<file path="config.mk">
export PLATFORM = sky130hd
export DESIGN_NAME = tccr_ctrl
export DESIGN_NICKNAME = d
export VERILOG_FILES = /design/src/tccr_pkg.sv /design/src/tccr_ctrl.sv
export SDC_FILE = /design/constraint.sdc
export NUM_CORES = 2
export LEC_CHECK = 0
export BUFFER_PORTS_ARGS = -buffer_cell sky130_fd_sc_hd__buf_2
export CAP_MARGIN = 25
export CORE_MARGIN = 2
export CORE_UTILIZATION = 40
export CTS_BUF_LIST = sky130_fd_sc_hd__clkbuf_8
export DETAILED_ROUTE_END_ITERATION = 7
export GPL_TIMING_DRIVEN = 1
export HOLD_SLACK_MARGIN = 0.08
export PLACE_DENSITY = 0.66
export SYNTH_ARGS = -nofsm -noshare
export SYNTH_HDL_FRONTEND = slang
export SYNTH_SLANG_ARGS = --single-unit
</file>
<file path="constraint.sdc">
create_clock -name core_clk -period 18.65 [get_ports core_clk]
set_input_delay 2.7975 -clock core_clk [delete_from_list [all_inputs] [get_ports core_clk]]
set_output_delay 2.7975 -clock core_clk [all_outputs]
set_load 0.01 [all_outputs]
</file>
<file path="src/tccr_pkg.sv">
// Constants, register map and carrier types of the timer common control section.
// Assumes a 32-bit Avalon-MM slave port on core_clk; one register per aligned word.
//
// Functional notes
// - each general register is 16 bits, used for compare or capture
// - channels 0, 3, 4 have registers A-D; channels 1, 2 have A, B
// - channels 0, 3, 4: C buffers A, D buffers B when enabled
// - general registers load ffff on init; manual reset leaves them
// - run bits: 0-2 for channels 0-2, 6 for channel 3, 7 for channel 4
// - run register clears to 00 on init, kept over manual reset
// - clearing run with pin in output mode holds the compare level
// - pin config write while halted drives pin to its initial level
// - in the two PWM modes, clearing run returns pin to initial level
// - bits 5-3 of run and lockstep registers read 0, written 0
// - lockstep register has one select bit per channel, same positions
// - select 0: independent preset/clear; 1: joins synchronous preset/clear
// - synchronous clear needs the clear-source field set as well
// - lockstep register clears to 00 on init, kept over manual reset
// - six motor pins give no timer output unless their gate bit is set
// - gate register loads c0 on init, kept over manual reset
// - gate register bits 7 and 6 always read 1, written 1
// - gate bits 5-0: ch4 D, ch4 C, ch3 D, ch4 B, ch4 A, ch3 B
// - channel counters are 16 bits, clear to 0000 on init

package tccr_pkg;

  localparam int unsigned TCCR_NUM_GEN = 16;
  localparam int unsigned TCCR_NUM_CH = 5;
  localparam int unsigned TCCR_NUM_GATE = 6;

  // reset values
  localparam logic [15:0] TCCR_GEN_RESET = 16'hffff;
  localparam logic [15:0] TCCR_CNT_RESET = 16'h0000;
  localparam logic [7:0] TCCR_RUN_RESET = 8'h00;
  localparam logic [7:0] TCCR_SYNC_RESET = 8'h00;
  localparam logic [7:0] TCCR_GATE_RESET = 8'hc0;
  localparam logic [5:0] TCCR_BUFEN_RESET = 6'h00;

  // field layouts
  localparam logic [7:0] TCCR_CH_BIT_MASK = 8'hc7;
  localparam logic [7:0] TCCR_GATE_FIXED = 8'hc0;
  localparam logic [4:0][2:0] TCCR_CH_POS = {3'h7, 3'h6, 3'h2, 3'h1, 3'h0};

  // owning channel of each general register, index 15 first
  localparam logic [15:0][2:0] TCCR_GEN_CH = {3'h4, 3'h4, 3'h4, 3'h4, 3'h3, 3'h3, 3'h3, 3'h3,
                                              3'h2, 3'h2, 3'h1, 3'h1, 3'h0, 3'h0, 3'h0, 3'h0};
  // general register gated by each gate bit, bit 5 first
  localparam logic [5:0][3:0] TCCR_GATE_PIN = {4'hf, 4'he, 4'hb, 4'hd, 4'hc, 4'h9};
  // buffer pairs: main register, buffer register, channel
  localparam logic [5:0][3:0] TCCR_BUF_MAIN = {4'hd, 4'hc, 4'h9, 4'h8, 4'h1, 4'h0};
  localparam logic [5:0][3:0] TCCR_BUF_SRC = {4'hf, 4'he, 4'hb, 4'ha, 4'h3, 4'h2};
  localparam logic [5:0][2:0] TCCR_BUF_CH = {3'h4, 3'h4, 3'h3, 3'h3, 3'h0, 3'h0};

  // byte offsets on the bus
  localparam logic [7:0] TCCR_OFF_GEN_BASE = 8'h00;
  localparam logic [7:0] TCCR_OFF_RUN = 8'h40;
  localparam logic [7:0] TCCR_OFF_SYNC = 8'h44;
  localparam logic [7:0] TCCR_OFF_GATE = 8'h48;
  localparam logic [7:0] TCCR_OFF_BUFEN = 8'h4c;
  localparam logic [7:0] TCCR_OFF_CNT_BASE = 8'h50;
  localparam logic [7:0] TCCR_OFF_CNT_LAST = 8'h60;

  typedef struct packed {
    logic read;
    logic write;
    logic [7:0] address;
    logic [31:0] writedata;
    logic [3:0] byteenable;
  } tccr_avm_req_t;

  typedef struct packed {
    logic [15:0] output_mode;
    logic [15:0] init_level;
    logic [15:0] cmp_level;
    logic [4:0] cfg_write;
    logic [4:0] pwm_mode;
  } tccr_pin_in_t;

  typedef struct packed {
    logic [15:0] capture;
    logic [4:0] buf_xfer;
    logic [4:0] count_tick;
    logic [4:0] clear_event;
    logic [4:0] clear_src_set;
  } tccr_evt_t;

  typedef struct packed {
    logic [15:0][15:0] gen;
    logic [4:0][15:0] cnt;
    logic [7:0] run;
    logic [7:0] sync;
    logic [7:0] gate;
    logic [5:0] bufen;
    logic [4:0] prev_run;
    logic [15:0] pin_level;
    logic [15:0] cmp_match;
    logic [5:0] drive_en;
    logic wait_req;
    logic [31:0] rdata;
  } tccr_state_t;

endpackage : tccr_pkg

</file>
<file path="src/tccr_ctrl.sv">
// Common control section: general registers, channel counters, run, lockstep and gate bits.
// Assumes an Avalon-MM master on core_clk and pin/clear logic outside driving the event inputs.
//
// Local design decisions: the Avalon-MM interface to the registers and the register addresses.
`timescale 1ns/1ps
`default_nettype none

module tccr_ctrl
  import tccr_pkg::*;
(
  input wire logic core_clk,
  input wire logic rst,
  input wire tccr_avm_req_t avm_req,
  output logic avm_waitrequest,
  output logic [31:0] avm_readdata,
  input wire tccr_pin_in_t pin_in,
  input wire tccr_evt_t evt_in,
  output logic [4:0] count_enable,
  output logic [4:0] lockstep_sel,
  output logic [4:0][15:0] counter_value,
  output logic [15:0] compare_match,
  output logic [15:0] pin_level,
  output logic [5:0] pin_drive_en
);

  tccr_state_t s;
  tccr_state_t next_s;

  logic req;
  logic wr;
  logic [5:0] idx;
  logic [4:0] run_ch;
  logic [4:0] sync_ch;
  logic [4:0] cnt_hit;
  logic sync_preset;
  logic sync_clear;

  // read mux; unmapped words read zero
  function automatic logic [31:0] tccr_read(input logic [7:0] addr, input tccr_state_t st);
    logic [31:0] v;
    logic [7:0] coff;
    v = 32'h0000_0000;
    // counters sit at 0x50, so index from that base, not from raw address bits
    coff = addr - TCCR_OFF_CNT_BASE;
    if (addr < TCCR_OFF_RUN) begin
      v = {16'h0000, st.gen[addr[5:2]]};
    end else if (addr == TCCR_OFF_RUN) begin
      v = {24'h00_0000, st.run & TCCR_CH_BIT_MASK};
    end else if (addr == TCCR_OFF_SYNC) begin
      v = {24'h00_0000, st.sync & TCCR_CH_BIT_MASK};
    end else if (addr == TCCR_OFF_GATE) begin
      v = {24'h00_0000, st.gate | TCCR_GATE_FIXED};
    end else if (addr == TCCR_OFF_BUFEN) begin
      v = {26'h000_0000, st.bufen};
    end else if (addr >= TCCR_OFF_CNT_BASE && addr <= TCCR_OFF_CNT_LAST) begin
      v = {16'h0000, st.cnt[coff[4:2]]};
    end
    return v;
  endfunction : tccr_read

  // outputs are fields of the state register
  assign avm_waitrequest = s.wait_req;
  assign avm_readdata = s.rdata;
  assign counter_value = s.cnt;
  assign compare_match = s.cmp_match;
  assign pin_level = s.pin_level;
  assign pin_drive_en = s.drive_en;
  always_comb begin
    for (int c = 0; c < TCCR_NUM_CH; c++) begin
      count_enable[c] = s.run[TCCR_CH_POS[c]];
      lockstep_sel[c] = s.sync[TCCR_CH_POS[c]];
    end
  end

  // next-state logic for the whole block
  always_comb begin
    next_s = s;
    req = avm_req.read || avm_req.write;
    // one wait cycle, then the access completes with waitrequest low
    next_s.wait_req = !(req && s.wait_req);
    wr = avm_req.write && !s.wait_req;
    idx = avm_req.address[7:2];
    if (req && s.wait_req) begin
      next_s.rdata = tccr_read(avm_req.address, s);
    end

    // per-channel run and select bits, and preset/clear decode
    for (int c = 0; c < TCCR_NUM_CH; c++) begin
      run_ch[c] = s.run[TCCR_CH_POS[c]];
      sync_ch[c] = s.sync[TCCR_CH_POS[c]];
      cnt_hit[c] = wr && (avm_req.address == TCCR_OFF_CNT_BASE + 8'(4 * c))
                   && (avm_req.byteenable[1:0] == 2'b11);
    end
    sync_preset = |(cnt_hit & sync_ch);
    // a clear only spreads if the source channel has its clear source set
    sync_clear = |(sync_ch & evt_in.clear_event & evt_in.clear_src_set);

    // counters: bus preset over clear over counting
    for (int c = 0; c < TCCR_NUM_CH; c++) begin
      next_s.prev_run[c] = run_ch[c];
      if (cnt_hit[c] || (sync_preset && sync_ch[c])) begin
        next_s.cnt[c] = avm_req.writedata[15:0];
      end else if ((evt_in.clear_event[c] && evt_in.clear_src_set[c])
                   || (sync_ch[c] && sync_clear)) begin
        next_s.cnt[c] = TCCR_CNT_RESET;
      end else if (run_ch[c] && evt_in.count_tick[c]) begin
        next_s.cnt[c] = s.cnt[c] + 16'h0001;
      end
    end

    // general registers: full 16-bit write, else capture of the counter
    for (int i = 0; i < TCCR_NUM_GEN; i++) begin
      if (wr && idx == 6'(i) && avm_req.byteenable[1:0] == 2'b11) begin
        next_s.gen[i] = avm_req.writedata[15:0];
      end else if (evt_in.capture[i]) begin
        next_s.gen[i] = s.cnt[TCCR_GEN_CH[i]];
      end
      next_s.cmp_match[i] = run_ch[TCCR_GEN_CH[i]]
                            && (s.cnt[TCCR_GEN_CH[i]] == s.gen[i]);
    end

    // buffer pairs: transfer into the main register, capture pushes old value back
    for (int k = 0; k < TCCR_NUM_GATE; k++) begin
      if (s.bufen[k] && evt_in.buf_xfer[TCCR_BUF_CH[k]]) begin
        next_s.gen[TCCR_BUF_MAIN[k]] = s.gen[TCCR_BUF_SRC[k]];
      end
      if (s.bufen[k] && evt_in.capture[TCCR_BUF_MAIN[k]]) begin
        next_s.gen[TCCR_BUF_SRC[k]] = s.gen[TCCR_BUF_MAIN[k]];
      end
    end

    // byte registers need lane 0; reserved bits forced on the way in
    if (wr && avm_req.byteenable[0]) begin
      if (avm_req.address == TCCR_OFF_RUN) begin
        next_s.run = avm_req.writedata[7:0] & TCCR_CH_BIT_MASK;
      end
      if (avm_req.address == TCCR_OFF_SYNC) begin
        next_s.sync = avm_req.writedata[7:0] & TCCR_CH_BIT_MASK;
      end
      if (avm_req.address == TCCR_OFF_GATE) begin
        next_s.gate = avm_req.writedata[7:0] | TCCR_GATE_FIXED;
      end
      if (avm_req.address == TCCR_OFF_BUFEN) begin
        next_s.bufen = avm_req.writedata[5:0];
      end
    end

    // pin levels: follow compare while running, else hold or reload initial
    for (int i = 0; i < TCCR_NUM_GEN; i++) begin
      if (run_ch[TCCR_GEN_CH[i]]) begin
        next_s.pin_level[i] = pin_in.cmp_level[i];
      end else if (pin_in.cfg_write[TCCR_GEN_CH[i]]) begin
        next_s.pin_level[i] = pin_in.init_level[i];
      end else if (s.prev_run[TCCR_GEN_CH[i]] && pin_in.pwm_mode[TCCR_GEN_CH[i]]
                   && pin_in.output_mode[i]) begin
        next_s.pin_level[i] = pin_in.init_level[i];
      end else begin
        next_s.pin_level[i] = s.pin_level[i];
      end
    end

    // motor pins drive only with their gate bit set
    for (int k = 0; k < TCCR_NUM_GATE; k++) begin
      next_s.drive_en[k] = s.gate[k] && pin_in.output_mode[TCCR_GATE_PIN[k]];
    end
  end

  // rst is the combined power-on/standby init; no manual reset reaches this block
  always_ff @(posedge core_clk or posedge rst) begin
    if (rst) begin
      s <= '0;
      s.gen <= {TCCR_NUM_GEN{TCCR_GEN_RESET}};
      s.cnt <= {TCCR_NUM_CH{TCCR_CNT_RESET}};
      s.run <= TCCR_RUN_RESET;
      s.sync <= TCCR_SYNC_RESET;
      s.gate <= TCCR_GATE_RESET;
      s.bufen <= TCCR_BUFEN_RESET;
      s.wait_req <= 1'b1;
    end else begin
      s <= next_s;
    end
  end
endmodule : tccr_ctrl

`default_nettype wire

</file>
# Word level (Yosys, flattened, before mapping)

Index checks and enable logic that the tools add are counted.
W data, S select, Z words.

Register bits: 434
Bits in latches: 0
RAM bits: 0
Memory bits (read-only): 0
Bits of input ports: 142
Output and inout port bits: 161
Logic and storage cells: 396
Memories: 0

Add/sub/neg operators: 6
Multipliers: 0
Divide/modulo/power cells: 0
Order comparisons: 5
Equal/unequal tests: 41
Shifts and indexed selects: 0
Mux-type cells: 117
Bitwise operators: 3
Reduce and logical (&&, ||, !) cells: 178

Operators with widths:

| operator                | count |
|---|---|
| $mux W16                | 65 |
| $eq A16 B16 Y1          | 16 |
| $logic_and A1 B1 Y1     | 121 |
| $reduce_bool A3 Y1      | 33 |
| $add A16 B1 Y16 const B | 5 |
| $eq A8 B7 Y1 const B    | 9 |
| $bmux W16 S4            | 1 |
| $mux W32                | 2 |
| $bmux W16 S3            | 1 |
| $eq A6 B4 Y1 const B    | 8 |
| $mux W1                 | 48 |
| $eq A6 B3 Y1 const B    | 4 |
| $and A5 B5 Y5           | 3 |
| $eq A6 B2 Y1 const B    | 2 |
| $logic_or A1 B1 Y1      | 11 |
| $reduce_or A5 Y1        | 2 |
| $ge A8 B7 Y1 const B    | 1 |
| $le A8 B7 Y1 const B    | 1 |
| $lt A8 B7 Y1 const B    | 1 |
| $reduce_and A2 Y1       | 4 |
| $reduce_bool A2 Y1      | 4 |
| $eq A6 B1 Y1 const B    | 1 |
| $logic_not A6 Y1        | 1 |
| $lt A4 B5 Y1 const B    | 1 |
| 4 further kinds         | 5 |

# Longest topological paths before layout

Depth in word-level cells: 9
Mapped depth: 10
Gate-level depth less buffers: 7

# Worst setup path after synthesis

Ideal clock, no wire load.

Path type: in2reg
From: input port avm_req[38] (netlist bit)
To: register s, in the netlist avm_readdata[10]
Library setup time: 0.126 ns
Arrival: 4.824 ns
Data required time: 18.524 ns
Path slack: 13.700 ns
Stages on the path: 5
Path buffers: 2
Cells stage by stage: buf_2 buf_1 mux4_2 mux4_2 a221o_1

Cells in the longest elaborated chain, start to end: 9
Elaborated cells between the ends (all ways): 19
Those cells by class: add/sub: 1; order compare: 3; eq/ne: 4; mux: 10; reduce/logical: 1

Ends and longest elaborated chain:

| element                        | RTL line         | text |
|---|---|---|
| start, declared                | tccr_ctrl.sv:13  | `input wire tccr_avm_req_t avm_req,` |
| $sub A5 B5 Y5                  | tccr_ctrl.sv:44  | `coff = addr - TCCR_OFF_CNT_BASE;` |
| $bmux W16 S3                   | tccr_ctrl.sv:56  | `v = {16'h0000, st.cnt[coff[4:2]]};` |
| $mux W16 (not written as such) | tccr_ctrl.sv:56  |  |
| $mux W16                       | tccr_ctrl.sv:55  | `end else if (addr >= TCCR_OFF_CNT_BASE && addr <= TCCR_OFF_CNT_LAST) begin` |
| $mux W16                       | tccr_ctrl.sv:53  | `end else if (addr == TCCR_OFF_BUFEN) begin` |
| $mux W16                       | tccr_ctrl.sv:51  | `end else if (addr == TCCR_OFF_GATE) begin` |
| $mux W16                       | tccr_ctrl.sv:49  | `end else if (addr == TCCR_OFF_SYNC) begin` |
| $mux W32                       | tccr_ctrl.sv:47  | `end else if (addr == TCCR_OFF_RUN) begin` |
| $mux W32 *                     | tccr_ctrl.sv:45  | `if (addr < TCCR_OFF_RUN) begin` |
| end signal, assigned           | tccr_ctrl.sv:180 | `s <= next_s;` |
| end, declared                  | tccr_ctrl.sv:26  | `tccr_state_t s;` |

Every way passes the cells marked *; elsewhere a longest branch is shown, timed or not. The select of a mux whose other input is x is not followed.
A chain may end at the register's enable or synchronous reset.

# Worst setup path after layout

From: input port avm_req[39] (netlist bit)
To: register s, in the netlist counter_value[4]

Cells in the longest elaborated chain, start to end: 8
Elaborated cells between the ends (all ways): 21
Those cells by class: eq/ne: 5; mux: 1; bitwise: 1; reduce/logical: 14

Ends and longest elaborated chain:

| element                                                                | RTL line         | text |
|---|---|---|
| $eq A8 B7 Y1                                                           | tccr_ctrl.sv:91  | `cnt_hit[c] = wr && (avm_req.address == TCCR_OFF_CNT_BASE + 8'(4 * c))` |
| $logic_and A1 B1 Y1                                                    | tccr_ctrl.sv:91  |  |
| $logic_and A1 B1 Y1                                                    | tccr_ctrl.sv:92  | `&& (avm_req.byteenable[1:0] == 2'b11);` |
| $and A5 B5 Y5                                                          | tccr_ctrl.sv:94  | `sync_preset = \|(cnt_hit & sync_ch);` |
| $reduce_or A5 Y1                                                       | tccr_ctrl.sv:94  |  |
| $logic_and A1 B1 Y1                                                    | tccr_ctrl.sv:101 | `if (cnt_hit[c] \|\| (sync_preset && sync_ch[c])) begin` |
| $logic_or A1 B1 Y1 *                                                   | tccr_ctrl.sv:101 |  |
| $reduce_bool A3 Y1 (no source line) / $mux W16 (equally long branches) | -                |  |

Every way passes the cells marked *; elsewhere a longest branch is shown, timed or not.

==> key figures <==
Global route
  • Gr busiest metal: met2
  • Number of global-route vias before repair: 24010
  • Met3 usage: 7.151%
  • Met2 Use GR: 42.32%
  • Initial antenna violation count: 8
  • GRT Total Usage: 29.00%
  • M1 GR Usage: 39.16%
  • First-pass GRT wire length: 163000 um
  • Largest net degree at the start of global routing: 123
  • Total global routing overflow: 0

STA
  • RSZ-0062 raised after global routing: no
  • Slew HR: 19.32%
  • Final setup TNS: 0 ns
  • Final worst slack: 12.94 ns
  • Clock skew: 0.06765 ns
  • Final hold violation count: 0
  • Min Tclk post-route: 5.707 ns
  • Final period utilization: 30.60%
  • Worst-Margin Slew: 1.210 ns
  • Max Fclk: 175.2 MHz
  • Final Max Slew Viols: 0
  • Final setup viols: 0

Routing
  • DRC Markers: 0
  • Post-DRT Antenna Nets: 0
  • Via count: 25950
  • WL final: 112400 um
  • Wire length per cell: 26.49 um
  • Initial DRC Count: 3274
  • Avg Vias per Cell: 6.113
  • Pre-antenna DRT Iters: 6

Floorplan
  • Core footprint: 72960 um^2
  • Num ports: 303
  • Die X-Extent: 275.4 um
  • # rows: 99
  • Starting density of the core: 40.39%
  • Die footprint: 75860 um^2
  • Die Y: 275.4 um

Worst setup path
  • Path depth of the worst reg2reg path: 7
  • Critical Path RT: 19.26 ns
  • Arr. time, crit path: 6.32 ns
  • CP Launch Type: input port
  • Crit Path Class: in2reg
  • Max FO, Critical Path: 41
  • CP Capture Type: flip-flop

Hold path
  • Worst min-delay path category: reg2reg
  • Hold Crit Depth: 2

Run status
  • Status: complete, no violations

Synth
  • Post-Synthesis Cell Area: 29470 um^2
  • Prevailing post-synth register cell: dfstp_2
  • Largest area contributor in the netlist: dfstp_2
  • Syn Inst Count: 3276
  • Avg Inst Size Synth: 8.995 um^2
  • Count of cell types in the netlist: 78
  • Synth warn: 0
  • Leading post-synthesis cells by cell area: dfstp_2 (23%), dfrtp_1 (14%), mux4_2 (7.0%), mux2i_1 (7.0%), xnor2_1 (6.2%)
  • #FFs+latches synth: 418
  • Area share of the largest cell type after synthesis: 22.92%
  • Number of flops mapped to enable cells by yosys: 0
  • Sequential share of the synthesized area: 36.59%
  • Async set-reset flop share out of synthesis: 100.0%

Clocking
  • Root buffer cell: clkbuf_8
  • Worst-Skew Late Latency: 0.74 ns
  • CTS tree: yes
  • Post-CTS sizing: 0
  • Max clock buf depth: 3
  • CTS sink cnt: 418
  • Clock slew seen by the registers of the worst setup and hold paths: 0.06 ns
  • Total CTS buffers: 80
  • Post-CTS Setup Bufs: 0
  • CTS Hold Buffers Added: 0
  • CTS H-tree depth: 3

Placed design
  • Placed Instances: 4087
  • DPL Wire Length: 76890 um
  • PortBufs: 266
  • Pre-CTS setup slack: 12.19 ns
  • Routability congestion estimate: 0.9801

Layout
  • Area grow syn2layout: 8.458%
  • Nets: 3364
  • Most frequent cells in the layout: nand2_1 (363), a21oi_1 (304), o21ai_0 (268)
  • Leading cell type in the layout, fill and taps excluded: nand2_1
  • Share of layout cells above drive strength 1: 26.94%
  • Fin cells: 4245

Power and ir drop
  • Total power per unit cell area: 69.63 nW/um^2
  • P_leak: 13.59 nW
  • Worst vdd ir: 0.00005706 V

Run
  • Max Cap Viol: 0
-- through the flow --
stage | instance area [um^2] | total power [mW] | util [%] | hold WS (ns)
finish | 31960 | 2.225 | 43.81 | 0.4653
global route | 31960 | 2.293 | 43.80 | 0.5059
CTS | 31780 | 2.227 | 43.56 | 0.4742
detailed placement | 30060 | 1.245 | 41.21 | 0.4950
global placement | 30020 | 1.242 | 41.14 | 0.4892
floorplan | 29520 | 1.155 | - | 0.3732
-- sequential cells by signal, indices dropped and copies added, names as in the netlist --
register	count
s	273
avm_waitrequest	1
counter_value	80
lockstep_sel	5
pin_level	16
compare_match	16
pin_drive_en	6
avm_readdata	16
count_enable	5
-- power breakdown --
part | internal (mW) | switching [mW]
logic | 0.0928 | 0.160
clock network | 0.534 | 0.452
registers | 0.945 | 0.0417
-- worst paths after layout --
path / from / endpoint / slack (ns)
worst max-delay path: avm_req[39] / counter_value[4]$_DFFE_PP0P_ / 12.94
worst min-delay path: s[192]$_DFFE_PP1P_ / s[224]$_DFFE_PP1P_ / 0.47
worst max register to register: avm_waitrequest$_DFF_PP1_ / counter_value[28]$_DFFE_PP0P_ / 15.13
worst min register to register: s[192]$_DFFE_PP1P_ / s[224]$_DFFE_PP1P_ / 0.47
max in group asynchronous: rst / avm_readdata[13]$_DFFE_PP0P_ / 14.15
min in group asynchronous: rst / pin_level[2]$_DFFE_PP0P_ / 2.26
-- cells by family after synthesis --
logic type,share of synthesized area (%)
other,0.01273
AOI/OAI and AO/OA,16.25
DFF,36.59
and+or+nand+nor,13.31
xor gates and xnor gates,8.352
adders and majority gates,0.2123
muxes,16.48
buffers and inverters,8.802
-- Yosys cell counts, types with 4 or more instances --
cell type    n
and2_1      21
nand2_1    363
or2_2        4
or3_1        7
a32oi_1     14
a21boi_0     4
xor2_1      72
xnor2_1    209
buf_4      163
o22a_1       6
a32o_1       7
inv_1       38
nand4_1     71
a21oi_1    304
mux2i_1    205
a22oi_1     58
clkbuf_1   254
a221o_1      9
a211oi_1     7
o22ai_1     37
dfstp_2    257
o21ai_0    268
o21a_1       6
nand3_1     52
buf_1       41
a31oi_1     23
mux4_2      92
dfrtp_1    161
buf_2       21
and3_1      16
nand4b_1     4
nor3_1      24
nor2b_1      4
a22o_1      21
a21o_1      10
ha_1         5
nor2_1     246
a2bb2oi_1    7
and2_0       6
mux2_2      65
o211ai_1     5
nor4_1      39
-- routing by layer --
layer | vias up | wire [um]
met3 | 315 | 12740
met4 | 14 | 6995
met2 | 1604 | 48390
met5 | - | 82
met1 | 12700 | 44220
li1 | 11310 | -
-- area by class of cell --
cell class              count  area, um^2
fillers                  7126       41000
repair buffers            324        1922
flip-flops and latches    418       10780
inverters                  39       153.9
well taps                 959        1200
diodes                      1       2.502
clock buffers             101        1390
multi-input cells        2354       16190
clock inverters            49       324.1
-- critical path, cell delays in order --
cell and delay [ns]:
buf_4 0.42, buf_4 0.56, buf_4 0.64, nand2_1 0.29
o221a_2 0.39, o22ai_2 0.56, buf_6 0.25, a32o_1 0.14
a21oi_1 0.07, nor2_1 0.17
Power figures use the tool's default switching activity.
